## config.mk

```make
export PLATFORM = sky130hd
export DESIGN_NAME = wdt_gpio_logical_unit
export DESIGN_NICKNAME = d
export VERILOG_FILES = /design/src/verilog/wdt_gpio_pkg.sv /design/src/verilog/gpio_port_if.sv /design/src/verilog/wdt_gpio_logical_unit.sv /design/src/verilog/wdt_tick_gen.sv /design/src/verilog/gpio_port.sv
export SDC_FILE = /design/constraint.sdc
export NUM_CORES = 1
export LEC_CHECK = 0
export BUFFER_PORTS_ARGS = -buffer_cell sky130_fd_sc_hd__buf_2
export CAP_MARGIN = 40
export CELL_PAD_IN_SITES_DETAIL_PLACEMENT = 0
export CELL_PAD_IN_SITES_GLOBAL_PLACEMENT = 1
export CORE_ASPECT_RATIO = 0.6
export CORE_MARGIN = 3
export CORE_UTILIZATION = 33
export DETAILED_ROUTE_END_ITERATION = 8
export HOLD_SLACK_MARGIN = 0.06
export PLACE_DENSITY_LB_ADDON = 0.1
export SLEW_MARGIN = 20
export SYNTH_ARGS = -nofsm -noshare
export SYNTH_HDL_FRONTEND = slang
export SYNTH_SLANG_ARGS = --single-unit
```

## constraint.sdc

```tcl
create_clock -name I_MCLK -period 2.8 [get_ports I_MCLK]
set_input_delay 0.28 -clock I_MCLK [delete_from_list [all_inputs] [get_ports I_MCLK]]
set_output_delay 0.28 -clock I_MCLK [all_outputs]
set_load 0.005 [all_outputs]
```

## src/verilog/wdt_gpio_pkg.sv

```systemverilog
// shared constants and types for the watchdog and general-purpose port unit
package wdt_gpio_pkg;

	// ----------------------------------------------------------------
	// register indices (byte address is four times the index)
	// ----------------------------------------------------------------
	localparam logic [7:0] IDX_UNIT_ACTIVATE    = 8'h30;
	localparam logic [7:0] IDX_BASE_ADDR_HIGH   = 8'h60;
	localparam logic [7:0] IDX_BASE_ADDR_LOW    = 8'h61;
	localparam logic [7:0] IDX_P5_DIRECTION     = 8'hE0;
	localparam logic [7:0] IDX_P5_VALUE         = 8'hE1;
	localparam logic [7:0] IDX_P5_INVERT        = 8'hE2;
	localparam logic [7:0] IDX_P5_EDGE_EVENTS   = 8'hE3;
	localparam logic [7:0] IDX_P6_DIRECTION     = 8'hE4;
	localparam logic [7:0] IDX_P6_VALUE         = 8'hE5;
	localparam logic [7:0] IDX_P6_INVERT        = 8'hE6;
	localparam logic [7:0] IDX_P6_EDGE_EVENTS   = 8'hE7;
	localparam logic [7:0] IDX_WATCHDOG_MODE    = 8'hF5;
	localparam logic [7:0] IDX_WATCHDOG_COUNT   = 8'hF6;
	localparam logic [7:0] IDX_WATCHDOG_CONTROL = 8'hF7;

	// ----------------------------------------------------------------
	// reset values
	// ----------------------------------------------------------------
	localparam logic [7:0] RST_UNIT_ACTIVATE = 8'h02;
	localparam logic [7:0] RST_ZERO          = 8'h00;
	localparam logic [7:0] RST_DIRECTION     = 8'hFF;
	localparam logic [7:0] RST_P5_VALUE      = 8'h00;
	localparam logic [7:0] RST_P6_VALUE      = 8'h1F;

	// ----------------------------------------------------------------
	// field positions
	// ----------------------------------------------------------------
	localparam int ACT_WATCHDOG_BIT = 0;
	localparam int ACT_P5_BIT       = 1;
	localparam int ACT_P6_BIT       = 2;
	localparam int MODE_FAST_BIT    = 4;
	localparam int MODE_MINUTE_BIT  = 3;
	localparam int MODE_KBC_EDGE_BIT = 2;
	localparam int MODE_KEYBOARD_RESET_PIN_N_BIT   = 1;
	localparam logic [7:0] MODE_MASK = 8'h1E;
	localparam int CTL_MOUSE_BIT    = 7;
	localparam int CTL_KBD_BIT      = 6;
	localparam int CTL_FORCE_BIT    = 5;
	localparam int CTL_STATUS_BIT   = 4;
	localparam logic [3:0] IRQ_SEL_SMI = 4'h2;
	localparam logic [7:0] BASE_LOW_MASK = 8'hFC;

	// ----------------------------------------------------------------
	// timing
	// ----------------------------------------------------------------
	localparam int CLK_PERIOD_NS   = 50;
	localparam int MS_NS           = 1000000;
	localparam int MS_CYCLES       = MS_NS / CLK_PERIOD_NS;
	localparam logic [15:0] MS_PER_SEC  = 16'h03E8;
	localparam logic [15:0] SEC_PER_MIN = 16'h003C;
	localparam logic [15:0] MS_PER_MIN  = 16'hEA60;
	localparam logic [15:0] UNIT_ONE    = 16'h0001;
	localparam int KEYBOARD_RESET_PIN_N_PULSE_NS  = 1000;
	localparam logic [7:0] KEYBOARD_RESET_PIN_N_PULSE_CYCLES =
		8'((KEYBOARD_RESET_PIN_N_PULSE_NS + CLK_PERIOD_NS - 1) / CLK_PERIOD_NS);

	typedef enum logic [1:0] {
		WD_STOP = 2'b01,
		WD_RUN  = 2'b10
	} wd_state_t;

endpackage

```

## src/verilog/gpio_port_if.sv

```systemverilog
// bundle between the register file and one general-purpose port
`timescale 1ns/1ps
`default_nettype none
interface gpio_port_if;
	logic       active;
	logic [7:0] dir;
	logic [7:0] inv;
	logic [7:0] value;
	logic [7:0] level;
	logic [7:0] edge_seen;

	modport regs (output active, output dir, output inv, output value,
		input level, input edge_seen);
	modport pins (input active, input dir, input inv, input value,
		output level, output edge_seen);
endinterface
`default_nettype wire

```

## src/verilog/wdt_gpio_logical_unit.sv

```systemverilog
// watchdog timer and two general-purpose ports behind an APB register file
`timescale 1ns/1ps
`default_nettype none
module wdt_gpio_logical_unit #(
	parameter int MS_CYCLES = wdt_gpio_pkg::MS_CYCLES
) (
	input  wire logic        I_MCLK,
	input  wire logic        I_RSTN,
	input  wire logic        I_PSEL,
	input  wire logic        I_PENABLE,
	input  wire logic        I_PWRITE,
	input  wire logic [9:0]  I_PADDR,
	input  wire logic [31:0] I_PWDATA,
	output var  logic [31:0] O_PRDATA,
	output var  logic        O_PREADY,
	output var  logic        O_PSLVERR,
	input  wire logic [7:0]  I_PORT_FIVE_PINS,
	output var  logic [7:0]  O_PORT_FIVE_PINS,
	output var  logic [7:0]  O_PORT_FIVE_PINS_OE,
	input  wire logic [7:0]  I_PORT_SIX_PINS,
	output var  logic [7:0]  O_PORT_SIX_PINS,
	output var  logic [7:0]  O_PORT_SIX_PINS_OE,
	input  wire logic        I_KEYBOARD_CTRL_RESET_LINE,
	input  wire logic        I_MOUSE_IRQ,
	input  wire logic        I_KEYBOARD_IRQ,
	output var  logic        O_WATCHDOG_TIMEOUT_OUT_N,
	output var  logic        O_POWER_LED_OUT,
	output var  logic        O_KEYBOARD_RESET_PIN_N,
	output var  logic        O_SYSTEM_MGMT_INTERRUPT_N
);

	// ----------------------------------------------------------------
	// helpers
	// ----------------------------------------------------------------
	function automatic logic [7:0] merge_value(input logic [7:0] old,
		input logic [7:0] wdata, input logic [7:0] dir);
		merge_value = (wdata & ~dir) | (old & dir);
	endfunction

	function automatic logic [7:0] view_value(input logic [7:0] value,
		input logic [7:0] dir, input logic [7:0] inv, input logic [7:0] level);
		view_value = (value & ~dir) | ((level ^ inv) & dir);
	endfunction

	function automatic logic is_mapped(input logic [7:0] idx);
		case (idx)
			wdt_gpio_pkg::IDX_UNIT_ACTIVATE,
			wdt_gpio_pkg::IDX_BASE_ADDR_HIGH,
			wdt_gpio_pkg::IDX_BASE_ADDR_LOW,
			wdt_gpio_pkg::IDX_P5_DIRECTION,
			wdt_gpio_pkg::IDX_P5_VALUE,
			wdt_gpio_pkg::IDX_P5_INVERT,
			wdt_gpio_pkg::IDX_P5_EDGE_EVENTS,
			wdt_gpio_pkg::IDX_P6_DIRECTION,
			wdt_gpio_pkg::IDX_P6_VALUE,
			wdt_gpio_pkg::IDX_P6_INVERT,
			wdt_gpio_pkg::IDX_P6_EDGE_EVENTS,
			wdt_gpio_pkg::IDX_WATCHDOG_MODE,
			wdt_gpio_pkg::IDX_WATCHDOG_COUNT,
			wdt_gpio_pkg::IDX_WATCHDOG_CONTROL: is_mapped = 1'b1;
			default: is_mapped = 1'b0;
		endcase
	endfunction

	// ----------------------------------------------------------------
	// declarations
	// ----------------------------------------------------------------
	gpio_port_if p5_if ();
	gpio_port_if p6_if ();

	logic [7:0] act_q;
	logic [7:0] base_hi_q;
	logic [7:0] base_lo_q;
	logic [7:0] p5_dir_q;
	logic [7:0] p5_val_q;
	logic [7:0] p5_inv_q;
	logic [7:0] p5_evt_q;
	logic [7:0] p6_dir_q;
	logic [7:0] p6_val_q;
	logic [7:0] p6_inv_q;
	logic [7:0] p6_evt_q;
	logic [7:0] mode_q;
	logic [7:0] count_q;
	logic [7:0] reload_q;
	logic [7:0] ctl_q;
	logic       status_q;
	logic [7:0] keyboard_reset_pin_n_cnt_q;
	wdt_gpio_pkg::wd_state_t state_q;

	logic [7:0] idx;
	logic       access;
	logic       done;
	logic       wr_en;
	logic       rd_done;
	logic [7:0] wbyte;
	logic [7:0] rd_mux;

	logic [2:0] in_sync1_q;
	logic [2:0] in_sync2_q;
	logic [2:0] in_prev_q;
	logic       kbc_rise;
	logic       mouse_rise;
	logic       kbd_rise;

	logic       tick;
	logic       restart;
	logic       sw_load;
	logic       hw_reload;
	logic       zero_evt;
	logic       timeout_evt;
	logic       status_clr;

	// ----------------------------------------------------------------
	// apb slave: one wait cycle, answer on the second access cycle
	// ----------------------------------------------------------------
	assign idx     = I_PADDR[9:2];
	assign access  = I_PSEL & I_PENABLE;
	assign done    = access & O_PREADY;
	assign wr_en   = done & I_PWRITE & is_mapped(idx);
	assign rd_done = done & ~I_PWRITE;
	assign wbyte   = I_PWDATA[7:0];

	always_comb begin
		case (idx)
			wdt_gpio_pkg::IDX_UNIT_ACTIVATE:    rd_mux = act_q;
			wdt_gpio_pkg::IDX_BASE_ADDR_HIGH:   rd_mux = base_hi_q;
			wdt_gpio_pkg::IDX_BASE_ADDR_LOW:    rd_mux = base_lo_q;
			wdt_gpio_pkg::IDX_P5_DIRECTION:     rd_mux = p5_dir_q;
			wdt_gpio_pkg::IDX_P5_VALUE:
				rd_mux = view_value(p5_val_q, p5_dir_q, p5_inv_q, p5_if.level);
			wdt_gpio_pkg::IDX_P5_INVERT:        rd_mux = p5_inv_q;
			wdt_gpio_pkg::IDX_P5_EDGE_EVENTS:   rd_mux = p5_evt_q;
			wdt_gpio_pkg::IDX_P6_DIRECTION:     rd_mux = p6_dir_q;
			wdt_gpio_pkg::IDX_P6_VALUE:
				rd_mux = view_value(p6_val_q, p6_dir_q, p6_inv_q, p6_if.level);
			wdt_gpio_pkg::IDX_P6_INVERT:        rd_mux = p6_inv_q;
			wdt_gpio_pkg::IDX_P6_EDGE_EVENTS:   rd_mux = p6_evt_q;
			wdt_gpio_pkg::IDX_WATCHDOG_MODE:    rd_mux = mode_q;
			wdt_gpio_pkg::IDX_WATCHDOG_COUNT:   rd_mux = count_q;
			wdt_gpio_pkg::IDX_WATCHDOG_CONTROL: rd_mux = {ctl_q[7:6], 1'b0, status_q,
				ctl_q[3:0]};
			default:                            rd_mux = 8'h00;
		endcase
	end

	always_ff @(posedge I_MCLK or negedge I_RSTN) begin
		if (!I_RSTN) begin
			O_PREADY  <= 1'b0;
			O_PSLVERR <= 1'b0;
			O_PRDATA  <= 32'h0000_0000;
		end else begin
			O_PREADY  <= access & ~O_PREADY;
			O_PSLVERR <= access & ~O_PREADY & ~is_mapped(idx);
			if (access && !O_PREADY && !I_PWRITE) begin
				O_PRDATA <= {24'h000000, rd_mux};
			end
		end
	end

	// ----------------------------------------------------------------
	// activation and base address
	// ----------------------------------------------------------------
	always_ff @(posedge I_MCLK or negedge I_RSTN) begin
		if (!I_RSTN) begin
			act_q     <= wdt_gpio_pkg::RST_UNIT_ACTIVATE;
			base_hi_q <= wdt_gpio_pkg::RST_ZERO;
			base_lo_q <= wdt_gpio_pkg::RST_ZERO;
		end else if (wr_en) begin
			case (idx)
				wdt_gpio_pkg::IDX_UNIT_ACTIVATE:  act_q     <= {5'b00000, wbyte[2:0]};
				wdt_gpio_pkg::IDX_BASE_ADDR_HIGH: base_hi_q <= wbyte;
				wdt_gpio_pkg::IDX_BASE_ADDR_LOW:
					base_lo_q <= wbyte & wdt_gpio_pkg::BASE_LOW_MASK;
				default: ;
			endcase
		end
	end

	// ----------------------------------------------------------------
	// port registers
	// ----------------------------------------------------------------
	always_ff @(posedge I_MCLK or negedge I_RSTN) begin
		if (!I_RSTN) begin
			p5_dir_q <= wdt_gpio_pkg::RST_DIRECTION;
			p6_dir_q <= wdt_gpio_pkg::RST_DIRECTION;
			p5_val_q <= wdt_gpio_pkg::RST_P5_VALUE;
			p6_val_q <= wdt_gpio_pkg::RST_P6_VALUE;
			p5_inv_q <= wdt_gpio_pkg::RST_ZERO;
			p6_inv_q <= wdt_gpio_pkg::RST_ZERO;
		end else if (wr_en) begin
			case (idx)
				wdt_gpio_pkg::IDX_P5_DIRECTION: p5_dir_q <= wbyte;
				wdt_gpio_pkg::IDX_P6_DIRECTION: p6_dir_q <= wbyte;
				wdt_gpio_pkg::IDX_P5_VALUE: p5_val_q <= merge_value(p5_val_q, wbyte, p5_dir_q);
				wdt_gpio_pkg::IDX_P6_VALUE: p6_val_q <= merge_value(p6_val_q, wbyte, p6_dir_q);
				wdt_gpio_pkg::IDX_P5_INVERT:    p5_inv_q <= wbyte;
				wdt_gpio_pkg::IDX_P6_INVERT:    p6_inv_q <= wbyte;
				default: ;
			endcase
		end
	end

	// cleared bits are those returned by the read, so a new edge is never lost
	always_ff @(posedge I_MCLK or negedge I_RSTN) begin
		if (!I_RSTN) begin
			p5_evt_q <= wdt_gpio_pkg::RST_ZERO;
			p6_evt_q <= wdt_gpio_pkg::RST_ZERO;
		end else begin
			p5_evt_q <= (p5_evt_q & ~((rd_done && idx == wdt_gpio_pkg::IDX_P5_EDGE_EVENTS) ?
				O_PRDATA[7:0] : 8'h00)) | p5_if.edge_seen;
			p6_evt_q <= (p6_evt_q & ~((rd_done && idx == wdt_gpio_pkg::IDX_P6_EDGE_EVENTS) ?
				O_PRDATA[7:0] : 8'h00)) | p6_if.edge_seen;
		end
	end

	assign p5_if.active = act_q[wdt_gpio_pkg::ACT_P5_BIT];
	assign p5_if.dir    = p5_dir_q;
	assign p5_if.inv    = p5_inv_q;
	assign p5_if.value  = p5_val_q;
	assign p6_if.active = act_q[wdt_gpio_pkg::ACT_P6_BIT];
	assign p6_if.dir    = p6_dir_q;
	assign p6_if.inv    = p6_inv_q;
	assign p6_if.value  = p6_val_q;

	gpio_port u_port_five (
		.i_clk_pins (I_PORT_FIVE_PINS),
		.i_clk      (I_MCLK),
		.i_rst_n    (I_RSTN),
		.o_pins     (O_PORT_FIVE_PINS),
		.o_oe       (O_PORT_FIVE_PINS_OE),
		.port       (p5_if.pins)
	);

	gpio_port u_port_six (
		.i_clk_pins (I_PORT_SIX_PINS),
		.i_clk      (I_MCLK),
		.i_rst_n    (I_RSTN),
		.o_pins     (O_PORT_SIX_PINS),
		.o_oe       (O_PORT_SIX_PINS_OE),
		.port       (p6_if.pins)
	);

	// ----------------------------------------------------------------
	// external event inputs: synchronise, then rising edges
	// ----------------------------------------------------------------
	always_ff @(posedge I_MCLK or negedge I_RSTN) begin
		if (!I_RSTN) begin
			in_sync1_q <= 3'b000;
			in_sync2_q <= 3'b000;
			in_prev_q  <= 3'b000;
		end else begin
			in_sync1_q <= {I_KEYBOARD_IRQ, I_MOUSE_IRQ, I_KEYBOARD_CTRL_RESET_LINE};
			in_sync2_q <= in_sync1_q;
			in_prev_q  <= in_sync2_q;
		end
	end

	assign kbc_rise   = in_sync2_q[0] & ~in_prev_q[0];
	assign mouse_rise = in_sync2_q[1] & ~in_prev_q[1];
	assign kbd_rise   = in_sync2_q[2] & ~in_prev_q[2];

	// ----------------------------------------------------------------
	// watchdog mode and control
	// ----------------------------------------------------------------
	always_ff @(posedge I_MCLK or negedge I_RSTN) begin
		if (!I_RSTN) begin
			mode_q <= wdt_gpio_pkg::RST_ZERO;
			ctl_q  <= wdt_gpio_pkg::RST_ZERO;
		end else if (wr_en) begin
			case (idx)
				wdt_gpio_pkg::IDX_WATCHDOG_MODE: mode_q <= wbyte & wdt_gpio_pkg::MODE_MASK;
				wdt_gpio_pkg::IDX_WATCHDOG_CONTROL:
					ctl_q <= {wbyte[7:6], 2'b00, wbyte[3:0]};
				default: ;
			endcase
		end
	end

	// ----------------------------------------------------------------
	// watchdog counter
	// ----------------------------------------------------------------
	assign sw_load   = wr_en && idx == wdt_gpio_pkg::IDX_WATCHDOG_COUNT;
	assign hw_reload = (reload_q != 8'h00) &&
		((mouse_rise && ctl_q[wdt_gpio_pkg::CTL_MOUSE_BIT]) ||
		 (kbd_rise && ctl_q[wdt_gpio_pkg::CTL_KBD_BIT]));
	assign restart   = sw_load | hw_reload;
	assign zero_evt  = (state_q == wdt_gpio_pkg::WD_RUN) && tick && !restart &&
		count_q == 8'h01;
	assign timeout_evt = zero_evt ||
		(kbc_rise && mode_q[wdt_gpio_pkg::MODE_KBC_EDGE_BIT]) ||
		(wr_en && idx == wdt_gpio_pkg::IDX_WATCHDOG_CONTROL &&
		 wbyte[wdt_gpio_pkg::CTL_FORCE_BIT]);
	assign status_clr = wr_en && idx == wdt_gpio_pkg::IDX_WATCHDOG_CONTROL &&
		!wbyte[wdt_gpio_pkg::CTL_STATUS_BIT];

	wdt_tick_gen #(
		.MS_CYCLES (MS_CYCLES)
	) u_tick (
		.i_clk     (I_MCLK),
		.i_rst_n   (I_RSTN),
		.i_restart (restart),
		.i_fast    (mode_q[wdt_gpio_pkg::MODE_FAST_BIT]),
		.i_minute  (mode_q[wdt_gpio_pkg::MODE_MINUTE_BIT]),
		.o_tick    (tick)
	);

	always_ff @(posedge I_MCLK or negedge I_RSTN) begin
		if (!I_RSTN) begin
			state_q  <= wdt_gpio_pkg::WD_STOP;
			count_q  <= wdt_gpio_pkg::RST_ZERO;
			reload_q <= wdt_gpio_pkg::RST_ZERO;
		end else if (sw_load) begin
			count_q <= wbyte;
			if (wbyte != 8'h00) begin
				reload_q <= wbyte;
				state_q  <= wdt_gpio_pkg::WD_RUN;
			end else begin
				state_q  <= wdt_gpio_pkg::WD_STOP;
			end
		end else if (hw_reload) begin
			count_q <= reload_q;
			state_q <= wdt_gpio_pkg::WD_RUN;
		end else begin
			case (state_q)
				wdt_gpio_pkg::WD_RUN: begin
					if (tick) begin
						count_q <= count_q - 8'h01;
						if (count_q == 8'h01) begin
							state_q <= wdt_gpio_pkg::WD_STOP;
						end
					end
				end
				wdt_gpio_pkg::WD_STOP: state_q <= wdt_gpio_pkg::WD_STOP;
				default:               state_q <= wdt_gpio_pkg::WD_STOP;
			endcase
		end
	end

	// a time-out arriving with a clearing write still sets the status
	always_ff @(posedge I_MCLK or negedge I_RSTN) begin
		if (!I_RSTN) begin
			status_q <= 1'b0;
		end else begin
			status_q <= timeout_evt | (status_q & ~status_clr);
		end
	end

	always_ff @(posedge I_MCLK or negedge I_RSTN) begin
		if (!I_RSTN) begin
			keyboard_reset_pin_n_cnt_q <= 8'h00;
		end else if (timeout_evt && mode_q[wdt_gpio_pkg::MODE_KEYBOARD_RESET_PIN_N_BIT] &&
			act_q[wdt_gpio_pkg::ACT_WATCHDOG_BIT]) begin
			keyboard_reset_pin_n_cnt_q <= wdt_gpio_pkg::KEYBOARD_RESET_PIN_N_PULSE_CYCLES;
		end else if (keyboard_reset_pin_n_cnt_q != 8'h00) begin
			keyboard_reset_pin_n_cnt_q <= keyboard_reset_pin_n_cnt_q - 8'h01;
		end
	end

	// ----------------------------------------------------------------
	// watchdog outputs
	// ----------------------------------------------------------------
	always_ff @(posedge I_MCLK or negedge I_RSTN) begin
		if (!I_RSTN) begin
			O_WATCHDOG_TIMEOUT_OUT_N  <= 1'b1;
			O_POWER_LED_OUT           <= 1'b0;
			O_KEYBOARD_RESET_PIN_N    <= 1'b1;
			O_SYSTEM_MGMT_INTERRUPT_N <= 1'b1;
		end else begin
			O_WATCHDOG_TIMEOUT_OUT_N  <= ~(status_q &
				act_q[wdt_gpio_pkg::ACT_WATCHDOG_BIT]);
			O_POWER_LED_OUT           <= act_q[wdt_gpio_pkg::ACT_WATCHDOG_BIT];
			O_KEYBOARD_RESET_PIN_N    <= (keyboard_reset_pin_n_cnt_q == 8'h00);
			O_SYSTEM_MGMT_INTERRUPT_N <= ~(status_q &
				(ctl_q[3:0] == wdt_gpio_pkg::IRQ_SEL_SMI));
		end
	end

endmodule
`default_nettype wire

```

## src/verilog/wdt_tick_gen.sv

```systemverilog
// watchdog prescaler: one-cycle tick per counting unit
`timescale 1ns/1ps
`default_nettype none
module wdt_tick_gen #(
	parameter int MS_CYCLES = wdt_gpio_pkg::MS_CYCLES
) (
	input  wire logic i_clk,
	input  wire logic i_rst_n,
	input  wire logic i_restart,
	input  wire logic i_fast,
	input  wire logic i_minute,
	output var  logic o_tick
);
	logic [15:0] cyc_q;
	logic [15:0] ms_q;
	logic [15:0] ms_limit;
	logic        ms_tick;

	// ms per unit: 1 ms, 60 ms, 1 s or 1 min
	always_comb begin
		if (i_fast) begin
			ms_limit = i_minute ? wdt_gpio_pkg::SEC_PER_MIN : wdt_gpio_pkg::UNIT_ONE;
		end else begin
			ms_limit = i_minute ? wdt_gpio_pkg::MS_PER_MIN : wdt_gpio_pkg::MS_PER_SEC;
		end
	end

	assign ms_tick = (cyc_q == 16'(MS_CYCLES - 1));

	always_ff @(posedge i_clk or negedge i_rst_n) begin
		if (!i_rst_n) begin
			cyc_q <= 16'h0000;
		end else if (i_restart || ms_tick) begin
			cyc_q <= 16'h0000;
		end else begin
			cyc_q <= cyc_q + 16'h0001;
		end
	end

	always_ff @(posedge i_clk or negedge i_rst_n) begin
		if (!i_rst_n) begin
			ms_q   <= 16'h0000;
			o_tick <= 1'b0;
		end else if (i_restart) begin
			ms_q   <= 16'h0000;
			o_tick <= 1'b0;
		end else if (ms_tick) begin
			o_tick <= (ms_q >= ms_limit - 16'h0001);
			ms_q   <= (ms_q >= ms_limit - 16'h0001) ? 16'h0000 : ms_q + 16'h0001;
		end else begin
			o_tick <= 1'b0;
		end
	end
endmodule
`default_nettype wire

```

## src/verilog/gpio_port.sv

```systemverilog
// one 8-bit port: pin synchroniser, edge detector and pin drivers
`timescale 1ns/1ps
`default_nettype none
module gpio_port (
	input  wire logic [7:0] i_clk_pins,
	input  wire logic       i_clk,
	input  wire logic       i_rst_n,
	output var  logic [7:0] o_pins,
	output var  logic [7:0] o_oe,
	gpio_port_if.pins       port
);
	logic [7:0] sync1_q;
	logic [7:0] sync2_q;
	logic [7:0] prev_q;
	logic [2:0] fill_q;

	// no events until the pipeline holds real pin levels, so no false edge after reset
	always_ff @(posedge i_clk or negedge i_rst_n) begin
		if (!i_rst_n) begin
			fill_q <= 3'b000;
		end else begin
			fill_q <= {fill_q[1:0], 1'b1};
		end
	end

	always_ff @(posedge i_clk or negedge i_rst_n) begin
		if (!i_rst_n) begin
			sync1_q <= 8'h00;
			sync2_q <= 8'h00;
			prev_q  <= 8'h00;
		end else begin
			sync1_q <= i_clk_pins;
			sync2_q <= sync1_q;
			prev_q  <= sync2_q;
		end
	end

	assign port.level     = sync2_q;
	assign port.edge_seen = (port.active && fill_q[2]) ? (sync2_q ^ prev_q) : 8'h00;

	// while the port is active, a zero direction bit drives the pin with the data bit through the inverter
	always_ff @(posedge i_clk or negedge i_rst_n) begin
		if (!i_rst_n) begin
			o_pins <= 8'h00;
			o_oe   <= 8'h00;
		end else begin
			o_pins <= port.value ^ port.inv;
			o_oe   <= port.active ? ~port.dir : 8'h00;
		end
	end
endmodule
`default_nettype wire

```

* Word level (Yosys, flattened, before mapping)
Index checks and enable logic that the tools add are counted.
** Operators by class
- $add $sub $neg :: 5
- Order comparisons :: 1
- Bitwise logic cells :: 50
- Muxes and demuxes :: 29
- Equal/unequal tests :: 20
- Reduce and logical (&&, ||, !) cells :: 50
** Operators with widths (number)
- $pmux W8 S14 :: 1
- $mux W16 :: 6
- $mux W8 :: 12
- $eq A8 B8 Y1 const B :: 11
- $and A8 B8 Y8 :: 10
- $or A8 B8 Y8 :: 6
- $xor A8 B8 Y8 :: 6
- $add A16 B1 Y16 const B :: 2
- $not A8 Y8 :: 4
- $reduce_and A2 Y1 :: 14
- $reduce_bool A8 Y1 :: 3
- $logic_and A1 B1 Y1 :: 19
- $eq A16 B15 Y1 const B :: 1
- $eq A8 B7 Y1 const B :: 2
- $ge A16 B16 Y1 :: 1
- $sub A16 B1 Y16 const B :: 1
- $sub A8 B1 Y8 const B :: 2
- $reduce_or A14 Y1 :: 1
- $and A1 B1 Y1 :: 13
- $mux W2 :: 6
- $not A1 Y1 :: 9
- $eq A8 B1 Y1 const B :: 1
- $eq A8 B6 Y1 const B :: 1
- $logic_not A8 Y1 :: 1
- 10 further kinds :: 22
** Word-level totals
- Bits in registers :: 260
- Word-level logic and storage cells :: 198
- Input port bits :: 66
- Output and inout port bits :: 70

* Longest topological paths before layout
Gate-level depths: netlist of run 1.
- Depth after elaboration :: 14
- Depth in mapped cells :: 11
- Gate-level depth less buffers :: 10

* Cells and area by module
A second synthesis of run 1 with hierarchy kept.
** Second synthesis, totals
- Cells, all modules :: 1057
- Area, all modules :: 12172.9 um^2
** Modules (own cells, without submodules)
- wdt_gpio_logical_unit :: area each 7383.3 um^2, times used 1, cells each 676, sequential area each 3560.9 um^2
- gpio_port :: area each 1306.3 um^2, times used 2, cells each 77, sequential area each 1076.0 um^2
- wdt_tick_gen :: area each 2177.1 um^2, times used 1, cells each 227, sequential area each 825.8 um^2

* Least setup slack after synthesis of run 1
Ideal clock, no wire load.
- Path type :: register to register
- Start :: register mode_q[4]
- End :: register u_tick.ms_q[10]
- Period minus slack after synthesis :: 2.360 ns
- Data arrival time :: 2.227 ns
- Library setup time :: 0.133 ns
- Slack :: 0.440 ns
- Buffers on the path :: 1
- Data required time :: 2.667 ns
- Cell stages (with the launch flop) :: 12
- Path through :: dfrtp_1 > inv_1 > ha_1 > inv_1 > ha_1 > and4_1 > nand3_1 > a221o_1 > a21o_1 > nand2_1 > clkbuf_1 > nor2_1
** On the way
- Longest elaborated chain between the ends :: 6
** Ends and longest elaborated chain
- start, declared :: line wdt_gpio_logical_unit.sv:82 : logic [7:0] mode_q;
- start signal, assigned :: line wdt_gpio_logical_unit.sv:267 : mode_q <= wdt_gpio_pkg::RST_ZERO;
- start signal, assigned :: line wdt_gpio_logical_unit.sv:271 : wdt_gpio_pkg::IDX_WATCHDOG_MODE: mode_q <= wbyte & wdt_gpio_pkg::MODE_MASK;
- $mux W16 :: line wdt_tick_gen.sv:21 : if (i_fast) begin
- $sub A16 B1 Y16 :: line wdt_tick_gen.sv:49 : ms_q <= (ms_q >= ms_limit - 16'h0001) ? 16'h0000 : ms_q + 16'h0001;
- $ge A16 B16 Y1 :: line wdt_tick_gen.sv:49
- $mux W16 :: line wdt_tick_gen.sv:49
- $mux W16 :: line wdt_tick_gen.sv:47 : end else if (ms_tick) begin
- $mux W16 :: line wdt_tick_gen.sv:44 : end else if (i_restart) begin
- end signal, assigned :: line wdt_tick_gen.sv:49
- end, declared :: line wdt_tick_gen.sv:15 : logic [15:0] ms_q;
No other way between the ends. The select of a mux whose other input is x is not followed.
A chain may end at the register's enable or synchronous reset.

* Worst setup path after layout of run 1
- Start :: register mode_q[3]
- End :: register u_tick.ms_q[6]
** On the way
- Longest elaborated chain between the ends :: 7
- Elaborated cells on any way between the ends :: 8
- Classes of those cells :: 1 x add/sub; 1 x order compare; 6 x mux
** Ends and longest elaborated chain (line)
- $mux W6 or $mux W16 (tied branches) :: wdt_tick_gen.sv:22, wdt_tick_gen.sv:24
- $mux W16 (*) :: wdt_tick_gen.sv:21
- $sub A16 B1 Y16 (*) :: wdt_tick_gen.sv:49
- $ge A16 B16 Y1 (*) :: wdt_tick_gen.sv:49
- $mux W16 (*) :: wdt_tick_gen.sv:49
- $mux W16 (*) :: wdt_tick_gen.sv:47
- $mux W16 (*) :: wdt_tick_gen.sv:44
Mark *: on every way between the ends. The rest lies on a longest branch, timed or not. The select of a mux whose other input is x is not followed.

==> impl_metrics.py, run 1 <==
metrics = {
    "clock_tree": {
        "path_clk_slew_ns": 0.07,
        "cts_root_buf": "clkbuf_16",
        "cts_buffer_depth": 3,
        "cts.sink_count": 257,
        "insertion_delay_ns": 0.55,
        "cts_tree": "yes",
        "cts_buffers": 26,
        "post_cts_buffers": 0,
        "ctsHtreeMaxLevel": 1,
    },
    "route": {
        "via_per_inst": 5.01,
        "wirelength_um": 35100,
        "ant_nets": 0,
        "drc": 0,
        "first_pass_iters": 5,
        "first_iter_violations": 646,
        "vias": 8516,
        "wl_per_cell_um": 20.7,
    },
    "timing": {
        "rsz0062_at_grt": "no",
        "finalHoldViolCount": 0,
        "whs_ns": 0.173,
        "finalCritPeriodShare_pct": 91.1,
        "slew-limit-headroom_pct": 49.0,
        "skew_ns": 0.0106,
        "tightestPinTransition_ns": 0.764,
        "setup_violations": 0,
        "max_freq_mhz": 392,
        "setup_tns_ns": 0,
        "slew_violations": 0,
        "fin_crit_ns": 2.55,
    },
    "power_and_ir_drop": {
        "power_density_nw_per_um2": 572,
        "power_mw": 8.10,
        "p_leak_nw": 6.61,
        "ir_drop_uv": 383,
    },
    "placement": {
        "numPortBuffers": 85,
        "routabilityCongestion": 0.871,
        "hpwl_um": 25700,
    },
    "global_route": {
        "grt_pass1_vias": 8221,
        "grt_max_degree": 86,
        "gr-total-overflow": 0,
        "track_usage_pct": 18.6,
        "antenna_found_initial": 1,
        "grt_first_pass_wirelength_um": 54700,
    },
    "critical_path": {
        "critPathKind": "reg2reg",
        "start_kind": "flip-flop",
        "worst_setup_path_end_kind": "flip-flop",
        "worstPathRequired_ns": 3.29,
        "cp_max_fo": 7,
        "r2r_slack_ns": 0.25,
        "crit_arrival_ns": 3.04,
    },
    "yosys": {
        "seq_area_frac_synth_pct": 54.7,
        "syn_inst": 1064,
        "async_flop_share_pct": 100,
        "syn_area_um2": 11800,
        "yosysWarnings": 0,
        "yosys_register_bits": 257,
        "avgSynthCellArea_um2": 11.1,
        "synth_edf_count": 0,
        "synthDistinctLibCells": 78,
        "ys.flop_type": "dfrtp_1",
    },
    "die": {
        "num_rows": 52,
        "die_width_um": 250,
        "initial_core_util_pct": 34.3,
        "die_area_um2": 38200,
        "core-area_um2": 34500,
        "fp.dieH_um": 153,
        "boundaryPins": 136,
    },
    "cells_and_area": {
        "syn_to_final_growth_pct": 19.8,
        "mostFrequentLayoutCells": "dfrtp_1, nand2_1, nor2_1",
        "layout_commonest_cell": "dfrtp_1",
        "layout-drive-gt1-share_pct": 24.9,
        "top_regs": "u_tick.cyc_q (16), u_tick.ms_q (16)",
        "nets": 1312,
    },
    "outcome": {
        "status": "finished clean",
    },
    "min_path": {
        "hp-class": "in2reg",
    },
    "flow_run": {
        "drv_cap": 0,
    },
}
-- cells by family (layout without fill, tap and decap cells) --
logic type / after synthesis / in the layout / share of synthesized area (%)
xor gates and xnor gates: 72 / 72 / 5.34
DFF: 257 / 257 / 54.7
adders and majority gates: 28 / 28 / 2.96
buffers and inverters: 83 / 232 / 3.58
muxes: 81 / 81 / 7.61
and+or+nand+nor: 370 / 370 / 16.3
other: 2 / 29 / 0.0636
AOI/OAI and AO/OA: 171 / 171 / 9.42
-- what timing repair did --
action	4_1_cts	5_1_grt
endpoints found under the setup margin	0	16
hold endpoints to repair	84	0
hold buffers	22	0
resized for setup	0	3
-- synthesized netlist by cell type (all sizes together) (4+ instances only) --
cell / n / area [µm²]
mux2i: 10 / 100
a32oi: 4 / 35.0
nor4: 13 / 130
a21o: 6 / 45.0
a222oi: 5 / 50.1
a22o: 7 / 61.3
xor2: 31 / 272
a211oi: 7 / 52.6
nand3: 33 / 170
nand3b: 9 / 67.6
and2: 4 / 25.0
or2: 4 / 25.0
nand2: 105 / 402
a211o: 5 / 43.8
a31oi: 11 / 68.8
nor4b: 4 / 41.3
or3: 7 / 43.8
or4: 6 / 48.8
and4: 5 / 43.8
ha: 28 / 350
mux2: 71 / 800
nand4: 8 / 65.1
nor3: 19 / 100
a21oi: 35 / 175
inv: 21 / 78.8
nor2: 101 / 384
a22oi: 11 / 82.6
clkbuf: 28 / 105
nand4b: 4 / 50.1
dfrtp: 231 / 5780
xnor2: 41 / 359
dfstp: 26 / 683
nor2b: 23 / 144
buf: 34 / 239
o21ai: 52 / 264
and3: 9 / 61.3
nor3b: 6 / 50.1
nand2b: 5 / 31.3
-- layer usage --
metal  track usage (%)  up-vias  part of all wire, %
met5                 0        -                    0
met4              2.61        0                  1.3
met3              3.96       35                  6.3
met2              24.1      255                   38
met1              31.3     4209                   54
li1                  -     4017                    -
-- power breakdown --
part	switching [mW]	internal [mW]	total, mW
registers	0.115	3.83	3.94
clock network	1.54	2.16	3.70
logic	0.286	0.181	0.467
total	1.94	6.16	8.10
-- final cells by class --
cell class | instances | area, µm²
Timing Repair Buffer | 163 | 1100
Sequential cell | 257 | 6460
Inverter | 21 | 78.8
Multi-Input combinational cell | 749 | 5040
Tap cell | 459 | 574
Antenna cell | 2 | 5.00
Fill cell | 3321 | 20300
Clock inverter | 12 | 150
Clock buffer | 36 | 749
-- critical path: stages, from the launching register on --
cell	delay (ns)
dfrtp_1	0.42
inv_1	0.12
ha_1	0.31
ha_1	0.19
or4_1	0.49
a21oi_1	0.13
a221o_1	0.26
nand3_2	0.22
nor3_1	0.23
a211o_1	0.12
-- path summary, 6_finish.rpt --
check                                 startpoint                    endpoint  cells past startpoint
max reg2reg                            mode_q[3]              u_tick.ms_q[6]                      9
max in group asynchronous                 I_RSTN  asynchronous set/reset pin                      3
max                                    mode_q[3]              u_tick.ms_q[6]                      9
min reg2reg                u_port_six.sync1_q[2]    u_port_six.port.level[2]                      0
min in group asynchronous                 I_RSTN             u_tick.ms_q[14]                      2
min                                  I_PWDATA[3]                   flip-flop                      3
-- metrics by stage --
step | setup WS [ns] | cells | instance area (µm²) | utilization (%)
floorplan | 0.440 | 1089 | 11900 | -
global placement | 0.0778 | 1627 | 13000 | 37.8
detailed placement | 0.0165 | 1627 | 13000 | 37.8
CTS | 0.000886 | 1697 | 14100 | 41.0
global route | 0.0643 | 1697 | 14200 | 41.0
finish | 0.250 | 1699 | 14200 | 41.1
Power figures use the tool's default switching activity.
==> run 2, diff against run 1 <==
--- a/config.mk
+++ b/config.mk
@@ -10,7 +10,7 @@
 export CELL_PAD_IN_SITES_DETAIL_PLACEMENT = 0
 export CELL_PAD_IN_SITES_GLOBAL_PLACEMENT = 1
 export CORE_ASPECT_RATIO = 0.6
-export CORE_MARGIN = 3
+export CORE_MARGIN = 2
 export CORE_UTILIZATION = 33
 export DETAILED_ROUTE_END_ITERATION = 8
 export HOLD_SLACK_MARGIN = 0.06
==> impl_metrics.py, run 2 (same netlist as run 1, synthesis figures left out) <==
metrics = {
    "outcome": {
        "status": "finished clean",
    },
    "route": {
        "first_iter_violations": 697,
        "via_per_inst": 4.96,
        "vias": 8413,
        "first_pass_iters": 5,
        "drc": 0,
        "wirelength_um": 34500,
        "wl_per_cell_um": 20.4,
        "ant_nets": 0,
    },
    "cells_and_area": {
        "top_regs": "u_tick.cyc_q (16), u_tick.ms_q (16)",
        "nets": 1302,
        "multi_input_area_um2": 5040,
        "mostFrequentLayoutCells": "dfrtp_1, nand2_1, nor2_1",
        "layout-drive-gt1-share_pct": 24.4,
        "seqCellArea_um2": 6460,
        "layout_commonest_cell": "dfrtp_1",
        "fillers": 3466,
        "syn_to_final_growth_pct": 20.1,
    },
    "clock_tree": {
        "cts_root_buf": "clkbuf_16",
        "cts_buffer_depth": 3,
        "path_clk_slew_ns": 0.06,
        "cts_buffers": 27,
        "ctsHtreeMaxLevel": 1,
        "insertion_delay_ns": 0.55,
        "cts_tree": "yes",
        "post_cts_buffers": 0,
        "cts.sink_count": 257,
    },
    "placement": {
        "numPortBuffers": 85,
        "hpwl_um": 25300,
        "place_ws_ns": 0.160,
        "routabilityCongestion": 0.837,
    },
    "critical_path": {
        "worst_setup_path_end_kind": "flip-flop",
        "crit_arrival_ns": 3.00,
        "cp_max_fo": 7,
        "start_kind": "flip-flop",
        "r2r_start": "mode_q[3]",
        "r2r_slack_ns": 0.28,
        "slowest_stage": "or3b_2",
        "max_stage_delay_ns": 0.46,
        "worstRegToRegCells": 10,
        "critPathKind": "reg2reg",
        "cp.depth": 10,
        "worstPathCellList": "inv_1, ha_1, inv_1, ha_1, or3b_2, o2111ai_1, a221o_1, nand3_2, nor3_1, a211o_1",
        "cp.buffers_inverters": 2,
        "r2r-end": "u_tick.ms_q[6]",
        "path_delay_family": "simple AND/OR/NAND/NOR gates",
        "worstPathRequired_ns": 3.28,
    },
    "die": {
        "fp.dieH_um": 151,
        "die_width_um": 248,
        "boundaryPins": 136,
        "num_rows": 53,
        "die_area_um2": 37400,
        "initial_core_util_pct": 33.6,
        "core-area_um2": 35100,
    },
    "power_and_ir_drop": {
        "p_leak_nw": 6.61,
        "power_density_nw_per_um2": 592,
        "power_mw": 8.39,
        "ir_drop_uv": 384,
    },
    "global_route": {
        "grt_max_degree": 68,
        "grt_pass1_vias": 8119,
        "grt_first_pass_wirelength_um": 52800,
        "track_usage_pct": 19.0,
        "gr-total-overflow": 0,
        "antenna_found_initial": 1,
    },
    "flow_run": {
        "drv_cap": 0,
    },
    "timing": {
        "slew-limit-headroom_pct": 50.6,
        "tightestPinTransition_ns": 0.735,
        "skew_ns": 0.0149,
        "rsz0062_at_grt": "no",
        "worst_slack_ns": 0.282,
        "fin_crit_ns": 2.52,
        "slew_violations": 0,
        "setup_tns_ns": 0,
        "max_freq_mhz": 397,
        "finalHoldViolCount": 0,
        "finalCritPeriodShare_pct": 89.9,
        "setup_violations": 0,
        "whs_ns": 0.0801,
    },
    "min_path": {
        "worst_hold_path.endpoint": "O_PREADY",
        "whs_path_depth": 3,
        "hp-class": "in2reg",
        "worstHoldStart": "I_PENABLE",
    },
}
==> run 2: repair_timing <==
action / CTS / global route
resized for setup: 0 / 3
setup endpoints to repair: 0 / 4
hold endpoints to repair: 75 / 0
hold buffers: 20 / 0
==> run 2: worst max path at each step <==
stage | startpoint | endpoint
after CTS | mode_q[3] | u_tick.ms_q[6]
final | mode_q[3] | u_tick.ms_q[6]
after global placement | mode_q[3] | u_tick.ms_q[3]
after detailed placement | mode_q[4] | u_tick.ms_q[6]
after floorplan | mode_q[4] | u_tick.ms_q[10]
after global routing | mode_q[3] | u_tick.ms_q[6]
==> run 2: final cells by class <==
type | instances | area share (%)
clock inverters | 12 | 1.56
inverters | 21 | 0.556
flip-flops and latches | 257 | 45.6
clock buffers | 37 | 5.38
repair buffers | 152 | 7.32
well taps | 467 | 4.12
diodes | 1 | 0.0176
multi-input cells | 749 | 35.5
==> run 2: worst reg2reg max path, stage by stage (launching register included) <==
cell       delay, ns
dfrtp_1         0.43
inv_1           0.15
ha_1            0.20
inv_1           0.05
ha_1            0.25
or3b_2          0.46
o2111ai_1       0.12
a221o_1         0.25
nand3_2         0.20
nor3_1          0.24
a211o_1         0.12
==> run 2: power by group <==
part | switching [mW] | total (mW) | internal [mW]
combinational | 0.279 | 0.455 | 0.176
clock | 1.54 | 4.00 | 2.46
sequential | 0.114 | 3.94 | 3.83
==> run 2: stage by stage <==
| step | util [%] | instances | cell area (µm²) |
|---|---|---|---|
| floorplan | - | 1089 | 11900 |
| global placement | 37.0 | 1626 | 13000 |
| detailed placement | 37.0 | 1626 | 13000 |
| CTS | 40.3 | 1695 | 14200 |
| global route | 40.4 | 1696 | 14200 |
| finish | 40.4 | 1696 | 14200 |
==> run 2: per-layer routing <==
layer  wire [µm]  global-route usage, %  up-vias
met5           0                      0        -
met3        1940                   3.60       24
li1            -                      -     3992
met4         348                   2.74        0
met2       13100                   24.4      219
met1       19100                   32.2     4178
==> run 3, diff against run 2 <==
==> constraint.sdc (replaced) <==
create_clock -name I_MCLK -period 2.4 [get_ports I_MCLK]
set_input_delay 0.24 -clock I_MCLK [delete_from_list [all_inputs] [get_ports I_MCLK]]
set_output_delay 0.24 -clock I_MCLK [all_outputs]
set_load 0.005 [all_outputs]
==> impl_metrics.py, run 3 (same netlist as run 1, synthesis figures left out) <==
metrics = {
    "outcome": {
        "status": "finished clean",
    },
    "timing": {
        "skew_ns": 0.0211,
        "finalCritPeriodShare_pct": 99.4,
        "slew_violations": 0,
        "setup_violations": 0,
        "finalHoldViolCount": 0,
        "slew-limit-headroom_pct": 48.9,
        "worst_slack_ns": 0.0135,
        "tightestPinTransition_ns": 0.758,
        "max_freq_mhz": 419,
        "fin_crit_ns": 2.39,
        "rsz0062_at_grt": "yes",
    },
    "critical_path": {
        "critPathKind": "reg2reg",
        "worstRegToRegCells": 11,
        "r2r_start": "mode_q[4]",
        "worstPathRequired_ns": 2.88,
        "worstPathCellList": "buf_6, ha_4, nor2_2, ha_2, or4_4, a21oi_2, a221o_1, a21o_1, nand2_4, buf_12, a21oi_2",
        "cp_common_cell": "a21oi_2",
        "slowest_stage": "or4_4",
        "r2r-end": "u_tick.ms_q[3]",
        "cp_max_fo": 6,
        "cp-startpoint": "mode_q[4]",
        "crit_arrival_ns": 2.86,
        "path_delay_family": "simple AND/OR/NAND/NOR gates",
        "cp-endpoint": "u_tick.ms_q[3]",
        "cp.depth": 11,
        "cp.buffers_inverters": 2,
        "max_stage_delay_ns": 0.51,
        "r2r_slack_ns": 0.01,
        "worst_setup_path_end_kind": "flip-flop",
        "start_kind": "flip-flop",
    },
    "min_path": {
        "hp-class": "in2reg",
    },
    "clock_tree": {
        "cts_buffer_depth": 3,
        "cts.sink_count": 257,
        "insertion_delay_ns": 0.56,
        "cts_tree": "yes",
        "cts_buffers": 26,
        "cts_root_buf": "clkbuf_16",
        "path_clk_slew_ns": 0.07,
        "ctsHtreeMaxLevel": 1,
    },
    "global_route": {
        "grt_max_degree": 62,
        "use_met3_pct": 3.28,
        "met2_usage_pct": 25.5,
        "use_met1_pct": 32.9,
        "grt_pass1_vias": 8300,
        "track_usage_pct": 19.5,
        "gr-total-overflow": 0,
        "grt.busiest_layer": "met1",
        "antenna_found_initial": 0,
        "grt_first_pass_wirelength_um": 54100,
    },
    "route": {
        "first_pass_iters": 7,
        "wl_per_cell_um": 20.6,
        "drc": 0,
        "wirelength_um": 35700,
        "via_per_inst": 4.95,
        "ant_nets": 0,
        "vias": 8575,
        "first_iter_violations": 653,
    },
    "die": {
        "initial_core_util_pct": 33.6,
        "fp.dieH_um": 151,
        "core-area_um2": 35100,
        "num_rows": 53,
        "die_width_um": 248,
        "boundaryPins": 136,
        "die_area_um2": 37400,
    },
    "cells_and_area": {
        "mostFrequentLayoutCells": "dfrtp_1, nand2_1, nor2_1",
        "layout-drive-gt1-share_pct": 29.6,
        "syn_to_final_growth_pct": 25.6,
        "layout_commonest_cell": "dfrtp_1",
        "utilization_pct": 42.2,
        "fin_area_um2": 14800,
        "top_regs": "u_tick.cyc_q (16), u_tick.ms_q (16)",
        "nets": 1339,
    },
    "power_and_ir_drop": {
        "p_leak_nw": 6.84,
        "power_density_nw_per_um2": 680,
        "power_mw": 10.1,
        "ir_drop_uv": 395,
    },
    "placement": {
        "hpwl_um": 26200,
        "post_dp_cell_area_um2": 13300,
        "numPortBuffers": 85,
        "routabilityCongestion": 0.839,
        "place_ws_ns": -0.204,
    },
    "flow_run": {
        "drv_cap": 0,
    },
}
[run 3: changes by cell type in the layout (fill, tap and decap cells not counted), moves of 4 or more]
cell / change
buf_4: +31
ha_1: -12
ha_4: +10
nor2_1: -9
nor2_4: +6
clkbuf_1: -5
inv_1: -4
[run 3: per-layer routing]
metal  share of wire, %  routed length (µm)  vias up
met5                  0                   0        -
met2                 38               13600      215
met1                 54               19400     4249
met3                5.9                2100       38
li1                   -                   -     4073
met4                1.7                 589        0
[run 3: area by class of cell]
cell class | count | area [µm²]
well taps | 467 | 584
flip-flops and latches | 257 | 6460
inverters | 21 | 88.8
clock buffers | 30 | 717
diodes | 1 | 2.50
multi-input cells | 749 | 5270
fillers | 3405 | 20300
clock inverters | 18 | 325
repair buffers | 190 | 1390
[run 3: worst min-delay path by stage]
| stage | from | to | slack (ns) | cells after the start |
|---|---|---|---|---|
| final | I_PWDATA[0] | p6_if.inv[0] | 0.11 | 3 |
| after global routing | I_PWDATA[0] | p6_if.inv[0] | 0.10 | 3 |
| after floorplan | I_RSTN | O_POWER_LED_OUT | -0.06 | 0 |
| after global placement | I_RSTN | u_tick.cyc_q[12] | 0.24 | 1 |
| after detailed placement | I_RSTN | in_sync1_q[1] | 0.24 | 1 |
| after CTS | I_PWDATA[0] | p6_if.inv[0] | 0.09 | 3 |
[run 3: repair_timing]
action	4_1_cts	5_1_grt
hold buffers	22	0
pin swaps	12	10
setup buffers	3	0
gates resized for setup	39	20
endpoints found under the setup margin	16	21
hold endpoints to repair	83	0
cloned	1	0
[run 3: tightest hold or removal path: stages]
cell,delay [ns]
buf_2,0.22
nand2_1,0.10
o21ai_0,0.06
[run 3: power breakdown]
part           total [mW]  leakage (nW)  internal [mW]  switching, mW
Clock                4.93         0.502           3.11           1.82
Combinational       0.562          3.15          0.223          0.338
Sequential           4.60          3.19           4.46          0.134
[run 3: metrics by stage]
step / cells / hold WS, ns / TNS (ns)
finish: 1733 / 0.111 / 0
global route: 1732 / 0.105 / -0.647
CTS: 1732 / 0.0874 / -0.00706
detailed placement: 1658 / 0.240 / -2.32
global placement: 1658 / 0.237 / -1.45
floorplan: 1089 / -0.0556 / 0
